`config.mk`:
```
export PLATFORM = sky130hd
export DESIGN_NAME = sac_top
export DESIGN_NICKNAME = d
export VERILOG_FILES = /design/src/sac_pkg.sv /design/src/sac_parity.sv /design/src/sac_top.sv
export SDC_FILE = /design/constraint.sdc
export NUM_CORES = 1
export LEC_CHECK = 0
export ABC_AREA = 1
export BUFFER_PORTS_ARGS = -buffer_cell sky130_fd_sc_hd__buf_2
export CAP_MARGIN = 20
export CORE_MARGIN = 3
export CORE_UTILIZATION = 30
export CTS_BUF_LIST = sky130_fd_sc_hd__clkbuf_2
export DETAILED_ROUTE_END_ITERATION = 10
export HOLD_SLACK_MARGIN = 0.1
export PLACE_DENSITY = 0.62
export SLEW_MARGIN = 20
export SYNTH_ARGS = -nofsm -noshare
export SYNTH_HDL_FRONTEND = slang
export SYNTH_SLANG_ARGS = --single-unit
```
`constraint.sdc`:
```
create_clock -name CLK -period 2.9 [get_ports CLK]
set_input_delay 0 -clock CLK [delete_from_list [all_inputs] [get_ports CLK]]
set_output_delay 0 -clock CLK [all_outputs]
set_load 0.01 [all_outputs]
```
`src/sac_pkg.sv`:
```
// Shared constants for the serial adapter mode configuration block
package sac_pkg;

  // Register select codes on the two select pins
  localparam logic [1:0] SAC_RS_DATA      = 2'h0;
  localparam logic [1:0] SAC_RS_STATUS    = 2'h1;
  localparam logic [1:0] SAC_RS_MODE      = 2'h2;
  localparam logic [1:0] SAC_RS_LINE      = 2'h3;

  // Reset values
  localparam logic [7:0] SAC_LINE_RESET   = 8'h00;
  localparam logic [7:0] SAC_MODE_RESET   = 8'h00;
  // Mode bits that survive a programmed reset
  localparam logic [7:0] SAC_MODE_PRG_KEEP = 8'hE0;

  // Line configuration field positions
  localparam int SAC_RATE_LSB   = 0;
  localparam int SAC_RATE_MSB   = 3;
  localparam int SAC_RX_SRC_BIT = 4;
  localparam int SAC_WORD_LSB   = 5;
  localparam int SAC_WORD_MSB   = 6;
  localparam int SAC_STOP_BIT   = 7;

  // Mode command field positions
  localparam int SAC_DTR_BIT    = 0;
  localparam int SAC_RX_IRQ_OFF_BIT = 1;
  localparam int SAC_TXCTL_LSB  = 2;
  localparam int SAC_TXCTL_MSB  = 3;
  localparam int SAC_ECHO_BIT   = 4;
  localparam int SAC_PEN_BIT    = 5;
  localparam int SAC_PTYPE_LSB  = 6;
  localparam int SAC_PTYPE_MSB  = 7;

  // Transmit interrupt control codes
  localparam logic [1:0] SAC_TXCTL_RTS_OFF = 2'h0;
  localparam logic [1:0] SAC_TXCTL_IRQ_ON  = 2'h1;
  localparam logic [1:0] SAC_TXCTL_BREAK   = 2'h3;

  // Parity type codes
  localparam logic [1:0] SAC_PAR_ODD   = 2'h0;
  localparam logic [1:0] SAC_PAR_EVEN  = 2'h1;
  localparam logic [1:0] SAC_PAR_MARK  = 2'h2;
  localparam logic [1:0] SAC_PAR_SPACE = 2'h3;

  // Word length codes
  localparam logic [1:0] SAC_WORD_8 = 2'h0;
  localparam logic [1:0] SAC_WORD_5 = 2'h3;
  localparam logic [3:0] SAC_WORD_BITS_MAX = 4'h8;

  // Stop lengths in half bits
  localparam logic [2:0] SAC_STOP_ONE      = 3'h2;
  localparam logic [2:0] SAC_STOP_ONE_HALF = 3'h3;
  localparam logic [2:0] SAC_STOP_TWO      = 3'h4;

  // Oversampling and echo delay (half of a 16x bit)
  localparam int SAC_OVERSAMPLE   = 16;
  localparam int SAC_ECHO_TICKS   = SAC_OVERSAMPLE / 2;

  // Crystal rising edges per 16x tick for each rate code; code 0 uses every rising edge
  localparam int SAC_DIV_W = 12;
  localparam logic [SAC_DIV_W-1:0] SAC_DIV_TABLE [16] = '{
    12'h001, 12'h900, 12'h600, 12'h418, 12'h358, 12'h300, 12'h180, 12'h0C0,
    12'h060, 12'h040, 12'h030, 12'h020, 12'h018, 12'h010, 12'h00C, 12'h006
  };

endpackage

```
`src/sac_parity.sv`:
```
// Parity generation for the selected word length and type, with checking for odd and even types only
`timescale 1ns/1ps
module sac_parity
  import sac_pkg::*;
(
  input  wire logic [7:0] tx_data,
  input  wire logic [7:0] rx_data,
  input  wire logic       rx_parity,
  input  wire logic [1:0] word_code,
  input  wire logic [1:0] parity_type,
  input  wire logic       parity_on,
  output logic            tx_parity_bit,
  output logic            rx_parity_err
);

  function automatic logic [7:0] word_mask(input logic [1:0] code);
    word_mask = 8'hFF >> code;
  endfunction

  wire logic [7:0] mask    = word_mask(word_code);
  wire logic       tx_xor  = ^(tx_data & mask);
  wire logic       rx_xor  = ^(rx_data & mask);
  wire logic       check_on = parity_on && !parity_type[1];

  wire logic odd_bit_tx  = ~tx_xor;
  wire logic even_bit_tx = tx_xor;

  always_comb begin
    unique case (parity_type)
      SAC_PAR_ODD:  tx_parity_bit = odd_bit_tx;
      SAC_PAR_EVEN: tx_parity_bit = even_bit_tx;
      SAC_PAR_MARK: tx_parity_bit = 1'b1;
      SAC_PAR_SPACE: tx_parity_bit = 1'b0;
    endcase
  end

  assign rx_parity_err = check_on &&
                         ((parity_type == SAC_PAR_ODD) ? !(rx_xor ^ rx_parity) : (rx_xor ^ rx_parity));

endmodule

```
`src/sac_top.sv`:
```
// Mode and line configuration registers of the serial adapter with clock and pin control
`timescale 1ns/1ps
module sac_top
  import sac_pkg::*;
(
  input  wire logic       CLK,
  input  wire logic       RST_N,
  input  wire logic       CS0,
  input  wire logic       CS1_N,
  input  wire logic [1:0] RS,
  input  wire logic       RW,
  input  wire logic       ACCESS_STB,
  input  wire logic [7:0] D_IN,
  output logic      [7:0] D_OUT,
  output logic            D_OE_N,
  input  wire logic [7:0] STATUS_IN,
  input  wire logic [7:0] RXDATA_IN,
  output logic      [7:0] WR_DATA,
  output logic            TXDATA_WR,
  output logic            RXDATA_RD,
  output logic            STATUS_RD,
  output logic            PROG_RESET,
  input  wire logic       XTLI,
  input  wire logic       RX_CLK_IN,
  output logic            RX_CLK_OUT,
  output logic            RX_CLK_OE_N,
  input  wire logic       RXD,
  input  wire logic       TX_SERIAL,
  output logic            TXD,
  output logic            RTS_N,
  output logic            DTR_N,
  output logic            TX_TICK16,
  output logic            RX_TICK16,
  output logic      [3:0] WORD_BITS,
  output logic      [2:0] STOP_HALVES,
  output logic            PARITY_ENABLE,
  output logic            PARITY_CHECK_EN,
  input  wire logic [7:0] TX_DATA_IN,
  output logic            TX_PARITY_BIT,
  input  wire logic [7:0] RX_DATA_IN,
  input  wire logic       RX_PARITY_IN,
  output logic            RX_PARITY_ERR,
  output logic            TX_IRQ_EN,
  output logic            RX_IRQ_EN,
  output logic            MODEM_IRQ_EN,
  output logic            ECHO_MODE,
  output logic            BREAK_ACTIVE
);

  localparam int NSYNC = 3;

  logic [7:0]           line_reg;
  logic [7:0]           line_next;
  logic [7:0]           mode_reg;
  logic [7:0]           mode_next;
  logic [7:0]           dout_reg;
  logic                 doe_n_reg;
  logic [7:0]           wr_data_reg;
  logic                 txwr_reg;
  logic                 rxrd_reg;
  logic                 strd_reg;
  logic                 prst_reg;
  logic [NSYNC-1:0]     sync1_reg;
  logic [NSYNC-1:0]     sync2_reg;
  logic [NSYNC-1:0]     prev_reg;
  logic [SAC_DIV_W-1:0] div_cnt_reg;
  logic [SAC_DIV_W-1:0] div_cnt_next;
  logic                 tx_tick_reg;
  logic                 rx_clk_out_reg;
  logic [SAC_ECHO_TICKS-1:0] echo_reg;
  logic                 txd_reg;

  // Bus decode
  wire logic       selected   = CS0 && !CS1_N && ACCESS_STB;
  wire logic       wr_access  = selected && !RW;
  wire logic       rd_access  = selected && RW;
  wire logic       wr_mode    = wr_access && (RS == SAC_RS_MODE);
  wire logic       wr_line    = wr_access && (RS == SAC_RS_LINE);
  wire logic       wr_prog    = wr_access && (RS == SAC_RS_STATUS);

  // Field decode
  wire logic [3:0] rate_code  = line_reg[SAC_RATE_MSB:SAC_RATE_LSB];
  wire logic       rx_src     = line_reg[SAC_RX_SRC_BIT];
  wire logic [1:0] word_code  = line_reg[SAC_WORD_MSB:SAC_WORD_LSB];
  wire logic       stop_sel   = line_reg[SAC_STOP_BIT];
  wire logic       dtr        = mode_reg[SAC_DTR_BIT];
  wire logic       rx_irq_off = mode_reg[SAC_RX_IRQ_OFF_BIT];
  wire logic [1:0] tx_ctl     = mode_reg[SAC_TXCTL_MSB:SAC_TXCTL_LSB];
  wire logic       echo       = mode_reg[SAC_ECHO_BIT];
  wire logic       pen        = mode_reg[SAC_PEN_BIT];
  wire logic [1:0] ptype      = mode_reg[SAC_PTYPE_MSB:SAC_PTYPE_LSB];

  // Register writes
  always_comb begin
    line_next = line_reg;
    mode_next = mode_reg;
    if (wr_line) begin
      line_next = D_IN;
    end
    if (wr_mode) begin
      mode_next = D_IN;
    // Programmed reset clears low mode bits
    end else if (wr_prog) begin
      mode_next = mode_reg & SAC_MODE_PRG_KEEP;
    end
  end

  wire logic [7:0] rd_mux = (RS == SAC_RS_MODE)   ? mode_reg :
                            (RS == SAC_RS_LINE)   ? line_reg :
                            (RS == SAC_RS_STATUS) ? STATUS_IN : RXDATA_IN;

  always_ff @(posedge CLK or negedge RST_N) begin
    if (!RST_N) begin
      line_reg <= SAC_LINE_RESET;
      mode_reg <= SAC_MODE_RESET;
    end else begin
      line_reg <= line_next;
      mode_reg <= mode_next;
    end
  end

  // Bus answers and strobes to the neighbouring blocks
  always_ff @(posedge CLK or negedge RST_N) begin
    if (!RST_N) begin
      dout_reg    <= 8'h00;
      doe_n_reg   <= 1'b1;
      wr_data_reg <= 8'h00;
      txwr_reg    <= 1'b0;
      rxrd_reg    <= 1'b0;
      strd_reg    <= 1'b0;
      prst_reg    <= 1'b0;
    end else begin
      if (rd_access) begin
        dout_reg <= rd_mux;
      end
      if (wr_access) begin
        wr_data_reg <= D_IN;
      end
      doe_n_reg <= !rd_access;
      txwr_reg  <= wr_access && (RS == SAC_RS_DATA);
      rxrd_reg  <= rd_access && (RS == SAC_RS_DATA);
      strd_reg  <= rd_access && (RS == SAC_RS_STATUS);
      prst_reg  <= wr_prog;
    end
  end

  // Pin synchronisers: crystal, receive clock, receive data
  wire logic [NSYNC-1:0] pins_in = {RXD, RX_CLK_IN, XTLI};
  always_ff @(posedge CLK or negedge RST_N) begin
    if (!RST_N) begin
      sync1_reg <= '0;
      sync2_reg <= '0;
      prev_reg  <= '0;
    end else begin
      sync1_reg <= pins_in;
      sync2_reg <= sync1_reg;
      prev_reg  <= sync2_reg;
    end
  end

  wire logic xtl_s     = sync2_reg[0];
  wire logic rxd_s     = sync2_reg[2];
  wire logic xtl_rise  = sync2_reg[0] && !prev_reg[0];
  wire logic rx_clk_rise = sync2_reg[1] && !prev_reg[1];

  wire logic [SAC_DIV_W-1:0] div_val  = SAC_DIV_TABLE[rate_code];
  wire logic [SAC_DIV_W-1:0] div_last = div_val - 12'h001;
  wire logic [SAC_DIV_W-1:0] div_half = div_val >> 1;
  // Code zero takes every rising crystal edge
  wire logic ext_rate  = (rate_code == 4'h0);
  wire logic wrap      = ext_rate || (div_cnt_reg >= div_last);

  always_comb begin
    div_cnt_next = div_cnt_reg;
    if (xtl_rise) begin
      div_cnt_next = wrap ? '0 : div_cnt_reg + 12'h001;
    end
  end

  // Counter compare uses >= so a rate change never overruns the wrap
  always_ff @(posedge CLK or negedge RST_N) begin
    if (!RST_N) begin
      div_cnt_reg <= '0;
      tx_tick_reg <= 1'b0;
      rx_clk_out_reg <= 1'b0;
    end else begin
      div_cnt_reg <= div_cnt_next;
      tx_tick_reg <= xtl_rise && wrap;
      rx_clk_out_reg <= ext_rate ? xtl_s : (div_cnt_reg < div_half);
    end
  end

  wire logic rx_tick = rx_src ? tx_tick_reg : rx_clk_rise;

  always_ff @(posedge CLK or negedge RST_N) begin
    if (!RST_N) begin
      echo_reg <= '1;
    end else if (rx_tick) begin
      echo_reg <= {echo_reg[SAC_ECHO_TICKS-2:0], rxd_s};
    end
  end

  wire logic brk = (tx_ctl == SAC_TXCTL_BREAK);

  wire logic txd_next = brk  ? 1'b0 :
                        echo ? echo_reg[SAC_ECHO_TICKS-1] : TX_SERIAL;

  always_ff @(posedge CLK or negedge RST_N) begin
    if (!RST_N) begin
      txd_reg <= 1'b1;
    end else begin
      txd_reg <= txd_next;
    end
  end

  wire logic [2:0] stop_halves = !stop_sel ? SAC_STOP_ONE :
                                 ((word_code == SAC_WORD_5) && !pen) ? SAC_STOP_ONE_HALF :
                                 ((word_code == SAC_WORD_8) && pen)  ? SAC_STOP_ONE : SAC_STOP_TWO;

  sac_parity u_parity (
    .tx_data       (TX_DATA_IN),
    .rx_data       (RX_DATA_IN),
    .rx_parity     (RX_PARITY_IN),
    .word_code     (word_code),
    .parity_type   (ptype),
    .parity_on     (pen),
    .tx_parity_bit (TX_PARITY_BIT),
    .rx_parity_err (RX_PARITY_ERR)
  );

  // Bus outputs
  assign D_OUT      = dout_reg;
  assign D_OE_N     = doe_n_reg;
  assign WR_DATA    = wr_data_reg;
  assign TXDATA_WR  = txwr_reg;
  assign RXDATA_RD  = rxrd_reg;
  assign STATUS_RD  = strd_reg;
  assign PROG_RESET = prst_reg;

  // Clocks
  assign TX_TICK16 = tx_tick_reg;
  assign RX_TICK16 = rx_tick;
  // Drive receive clock pin on internal rate
  assign RX_CLK_OUT  = rx_clk_out_reg;
  assign RX_CLK_OE_N = !rx_src;

  assign TXD = txd_reg;

  assign RTS_N = !echo && (tx_ctl == SAC_TXCTL_RTS_OFF);
  assign DTR_N = !dtr;

  assign WORD_BITS       = SAC_WORD_BITS_MAX - {2'b00, word_code};
  assign STOP_HALVES     = stop_halves;
  assign PARITY_ENABLE   = pen;
  assign PARITY_CHECK_EN = pen && !ptype[1];

  // Transmit interrupt only on code one
  assign TX_IRQ_EN    = dtr && (tx_ctl == SAC_TXCTL_IRQ_ON);
  assign RX_IRQ_EN    = dtr && !rx_irq_off;
  assign MODEM_IRQ_EN = dtr && !rx_irq_off;
  assign ECHO_MODE    = echo;
  assign BREAK_ACTIVE = brk;

endmodule

```
* Word-level counts from Yosys, hierarchy flattened
Memories as Yosys holds them, arrays and structs flattened.
Index checks and enable logic that the tools add are counted.
W data, S select, Z words.
** Storage, ports and cells
- Register bits :: 68
- Latch bits :: 0
- Memory bits (writable) :: 0
- Bits in read-only memories :: 192
- Input port bits :: 53
- Output and inout port bits :: 44
- Logic and storage cells :: 98
- Memories kept :: 1
** Memories
- (name not given) :: words 16, width 12, rd ports 1, clocked after memory_dff 0, wr ports 0, line sac_top.sv:166 : wire logic [SAC_DIV_W-1:0] div_val = SAC_DIV_TABLE[rate_code];
** Cells by class
- Add/subtract/negate cells :: 3
- $mul :: 0
- Div/mod/pow operators :: 0
- $lt $le $gt $ge :: 3
- Eq/ne operators :: 9
- Shift-type cells :: 1
- Mux-type cells :: 17
- Bitwise logic cells :: 5
- Reduce and logical (&&, ||, !) cells :: 41
** Operators by type and width (number)
- $mux W12 :: 3
- $mux W8 :: 4
- $logic_and A1 B1 Y1 :: 20
- $and A8 B8 Y8 :: 2
- $reduce_xor A8 Y1 :: 2
- $add A12 B1 Y12 const B :: 1
- $eq A2 B2 Y1 const B :: 6
- $ge A12 B12 Y1 :: 1
- $logic_not A1 Y1 :: 12
- $lt A12 B11 Y1 :: 1
- $sub A12 B1 Y12 const B :: 1
- $mux W3 :: 3
- $logic_not A2 Y1 :: 4
- $shr A8 B2 Y8 const A :: 1
- $eq A2 B1 Y1 const B :: 3
- $ge A5 B5 Y1 const B :: 1
- $mux W1 :: 5
- $mux W5 :: 1
- $not A4 Y5 :: 1
- $logic_not A4 Y1 :: 1
- $pmux W1 S4 :: 1
- $sub A4 B2 Y4 const A :: 1
- $reduce_bool A2 Y1 :: 1
- $logic_or A1 B1 Y1 :: 1
- other kinds (2) :: 2

* Depth between registers and ports, before layout
- Depth after elaboration :: 8
- Gate-level depth with buffers :: 22

* By module
A second synthesis with hierarchy kept.
** Second synthesis, totals
- Cells, all modules :: 589
- Area, all modules :: 4395.5 um^2
** By module, submodules not included
- sac_top :: instances 1, cells each 506, area each 4025.1 um^2, sequential area each 1714.1 um^2
- sac_parity :: instances 1, cells each 83, area each 370.4 um^2, sequential area each 0.0 um^2

* Worst setup path before layout
OpenSTA, ideal clock, no wires.
- Path kind :: register to register
- Start point :: reg line_reg[1]
- End point :: reg div_cnt_reg[4]
- Setup time :: 120 ps
- Arrival time :: 2644 ps
- Data required time :: 2780 ps
- Path slack :: 136 ps
- Cell stages (with the launch flop) :: 21
- Clock period less this slack :: 2764 ps
- Cells stage by stage :: dfrtp_1 -> inv_1 -> ha_1 -> o21ai_1 -> nand3_2 -> nor2_8 -> nand2_4 -> nor2_4 -> nand2_2 -> nand2_1 -> nand2_1 -> ha_1 -> nand2_1 -> nor2_1 -> and2_1 -> nand2_1 -> nand4_1 -> nand2_1 -> inv_1 -> buf_2 -> nor2_1
** On the way
- Word-level cells in the longest chain between the ends :: 8
- Elaborated cells between the ends (all ways) :: 9
- Classes of those cells :: 1 x add/sub; 1 x order compare; 3 x mux; 1 x bitwise; 2 x reduce/logical; 1 x memory
** RTL lines
- from (decl) :: line sac_top.sv:52 : logic [7:0] line_reg;
- from (signal assigned) :: line sac_top.sv:117 : line_reg <= line_next;
- $not A4 Y5 (not written as such) :: line sac_top.sv:166
- $mem_v2 Z16 W12
- $mux W12 (not written as such) (2 in a row) :: line sac_top.sv:166
- $sub A12 B1 Y12 :: line sac_top.sv:167 : wire logic [SAC_DIV_W-1:0] div_last = div_val - 12'h001;
- $ge A12 B12 Y1 :: line sac_top.sv:171 : wire logic wrap = ext_rate || (div_cnt_reg >= div_last);
- $logic_or A1 B1 Y1 * :: line sac_top.sv:171
- $mux W12 * :: line sac_top.sv:176 : div_cnt_next = wrap ? '0 : div_cnt_reg + 12'h001;
- to (signal assigned) :: line sac_top.sv:187 : div_cnt_reg <= div_cnt_next;
- to (decl) :: line sac_top.sv:66 : logic [SAC_DIV_W-1:0] div_cnt_reg;
Mark *: on every way between the ends. The rest lies on a longest branch, timed or not. The select of a mux whose other input is x is not followed.
A chain may end at the register's enable or synchronous reset.

* Worst setup path after layout
- Start point :: reg line_reg[1]
- End point :: reg div_cnt_reg[11]
The elaborated chain is that of the path after synthesis.

==> impl_metrics.py <==
metrics = {
    "timing": {
        "report.final.slew_viol_count": 0,
        "finalSetupTns_ns": 0,
        "maxSlewHeadroom_pct": 60.6,
        "hold_ws_ns": 0.257,
        "post-route-period-util_pct": 95.5,
        "hold_viol": 0,
        "layout_setup_ws_ns": 0.130,
        "period_needed_ns": 2.77,
        "fmax_mhz": 361,
        "setup_violations": 0,
        "worst_pin_slew_ns": 0.589,
        "fin_worst_skew_ns": 0.0193,
    },
    "critical_path": {
        "cp.depth": 21,
        "r2r_slack_ns": 0.13,
        "crit_family": "simple AND/OR/NAND/NOR gates",
        "critPathSlowestCell": "dfrtp_1",
        "crit_end": "div_cnt_reg[11]",
        "path_buf_inv": 3,
        "r2r_start": "line_reg[1]",
        "criticalPathCategory": "flop to flop",
        "cp_data_required_time_ns": 3.33,
        "start_kind": "flop",
        "crit_path_max_incr_delay_ns": 0.44,
        "path_max_fanout": 5,
        "r2r-end": "div_cnt_reg[11]",
        "startpoint": "line_reg[1]",
        "critical_path_arrival_ns": 3.20,
        "cp-end-kind": "flop",
        "reg2reg_depth": 21,
        "cp_cell_sequence": "buf_6, ha_4, nand3_2, and2_4, nand2_4, nor2_8, nand2_4, nor2_4, nand2_2, nand2_2, nand2_2, ha_4, nand2_4, nor2_4, and2_4, nand2_1, nand4_1, nand2_1, inv_2, clkbuf_16, nor2_4",
    },
    "final_layout": {
        "design_area_sq_mm": 0.00592,
        "final_cells": 901,
        "multi_input_area_sq_mm": 0.00233,
        "ff_latch_area_sq_mm": 0.00172,
        "n_fill_cell": 1372,
        "drive_gt1_share_pct": 29.7,
        "antenna_cells": 0,
        "largest_register_ff_count": 12,
        "area_growth_pct": 39.0,
        "final_nets": 803,
    },
    "placement": {
        "io_buffers": 96,
        "dp_slack_ns": 0.0526,
        "post_dp_cell_area_sq_mm": 0.00498,
        "dpl.cell_count": 828,
        "dp_hpwl_um": 8510,
        "place.gp.congestion": 0.878,
    },
    "route": {
        "wl_per_cell_um": 12.9,
        "ant_nets": 0,
        "routed_wl_um": 11700,
        "viasPerCell": 4.47,
        "drc_errors": 0,
        "drt_pass1_iterations": 4,
        "drtIter0Drc": 204,
        "dr_total_vias": 4031,
    },
    "power": {
        "p_seq_share_pct": 36.0,
        "p_leak_nw": 3.13,
        "switching_share_pct": 40.0,
        "p_switching_mw": 1.47,
        "ir_worst_vdd_uv": 276,
        "power.density_cell_area_mw_per_mm2": 620,
        "combPwrFrac_pct": 45.7,
        "p_int_mw": 2.20,
        "pwr-share-clk_pct": 18.3,
    },
    "status": {
        "outcome": "complete, no violations",
    },
    "floorplan": {
        "dieWidth_um": 125,
        "core-area_sq_mm": 0.0136,
        "die_area_sq_mm": 0.0157,
        "die_h_um": 125,
        "fp-row-count": 42,
        "io_pins": 97,
        "initial_core_util_pct": 31.4,
    },
    "clock_network": {
        "max-clock-path-buffers": 2,
        "numClockSinks": 68,
        "clock_latency_ns": 0.53,
        "cts_root_buffer": "clkbuf_2",
        "numCtsBuffers": 9,
        "cts_max_level": 3,
        "cts_tree": "built",
        "cts.clk_slew.worst_paths_ns": 0.22,
    },
    "logic_synthesis": {
        "synth_edf_count": 0,
        "yosysSeqAreaShare_pct": 40.2,
        "syn-instance-count": 559,
        "syn-num-nets": 642,
        "async_reset_ff_share_pct": 100,
        "synth_ff_type": "dfrtp_1",
        "yosysWarnings": 0,
        "ys_types": 33,
        "syn-cell-area_sq_mm": 0.00426,
        "synth_seq_cells": 68,
        "syn_area_per_cell_sq_um": 7.62,
    },
    "grt": {
        "antenna_found_initial": 0,
        "grt_usage_pct": 14.5,
        "grt_pass1_vias": 3859,
        "grt_max_degree": 36,
        "grt-ovfl-total": 0,
        "grt_first_pass_wirelength_um": 18600,
    },
    "min_path": {
        "hold_class": "input port to flop",
    },
    "job": {
        "cap_violations": 0,
    },
}
[synth_stat cells (all sizes together) (8+ instances only)]
library cell / n / area share [%]
nand3: 32 / 3.9
nand2: 156 / 15
xor2: 11 / 2.3
o21ai: 40 / 4.7
ha: 30 / 8.8
o221ai: 8 / 1.6
dfstp: 10 / 6.2
nor3: 8 / 1.2
dfrtp: 58 / 34
inv: 96 / 8.5
a21oi: 24 / 2.8
buf: 8 / 1.3
xnor2: 8 / 1.6
nor2: 45 / 4.9
[worst min-delay path, delay by kind of cell]
kind / cells / cell delay [ns]
buffers and inverters: 1 / 0.09
AOI/OAI and AO/OA: 1 / 0.14
and+or+nand+nor: 3 / 0.54
[through the flow]
stage	power (mW)	utilization (%)
2_1_floorplan	2.20	-
3_3_place_gp	2.63	36.7
3_5_place_dp	2.64	36.7
4_1_cts	3.36	40.8
5_1_grt	3.97	43.7
6_report	3.67	43.7
[logic make-up after synthesis]
kind of cell               share of synthesized area, %
and+or+nand+nor                                    26.3
buffers and inverters                              10.4
AOI/OAI and AO/OA                                  10.1
DFF                                                40.2
adders and majority gates                          8.81
xor gates and xnor gates                           3.90
muxes                                             0.264
[how the worst min path moves through the flow]
stage | from | end | slack (ns) | depth (start not counted)
after floorplan | RST_N | D_OUT[0] | -0.30 | 0
after global placement | RST_N | RX_CLK_OUT | 0.09 | 2
after detailed placement | RST_N | RX_CLK_OUT | 0.07 | 2
after CTS | TX_SERIAL | TXD | 0.22 | 4
after global routing | D_IN[5] | WR_DATA[5] | 0.23 | 4
final | CS0 | WR_DATA[5] | 0.26 | 5
[metal layers]
| layer | global-route usage, % | vias up | wire (um) |
|---|---|---|---|
| met5 | 0 | - | 0 |
| met4 | 4.66 | 0 | 208 |
| met3 | 3.71 | 20 | 613 |
| met2 | 23.7 | 99 | 5500 |
| met1 | 19.0 | 1829 | 5340 |
| li1 | - | 2083 | - |
[layout make-up]
cell class                      count  share of cell area (%)
Clock inverter                      7                    1.67
Clock buffer                        9                   0.760
Timing Repair Buffer              165                    19.4
Multi-Input combinational cell    380                    39.4
Tap cell                          176                    3.72
Inverter                           96                    6.08
Sequential cell                    68                    29.0
[power by group through the flow]
stage	Sequential (mW)	Clock, mW	Combinational [mW]
after floorplan	1.31	0	0.891
after global placement	1.34	0	1.29
after detailed placement	1.34	0	1.31
after CTS	1.32	0.690	1.35
after global routing	1.35	0.735	1.88
final	1.32	0.671	1.68
[cell usage in the layout (no fill, tap or decap), types with 9 or more instances in the layout]
cell,instances
a21oi_1,23
buf_2,96
buf_4,23
clkbuf_2,9
dfrtp_1,56
dfstp_2,10
dlygate4sd3_1,41
ha_1,20
inv_1,85
inv_2,11
nand2_1,142
nand3_1,27
nor2_1,30
o21ai_0,37
xor2_1,11
[timing repair]
item,in CTS,in global routing
hold endpoints to repair,109,0
buffers inserted,0,15
resized for setup,0,57
setup endpoints to repair,0,13
hold buffers,41,0
(Power assumes the default switching activity.)
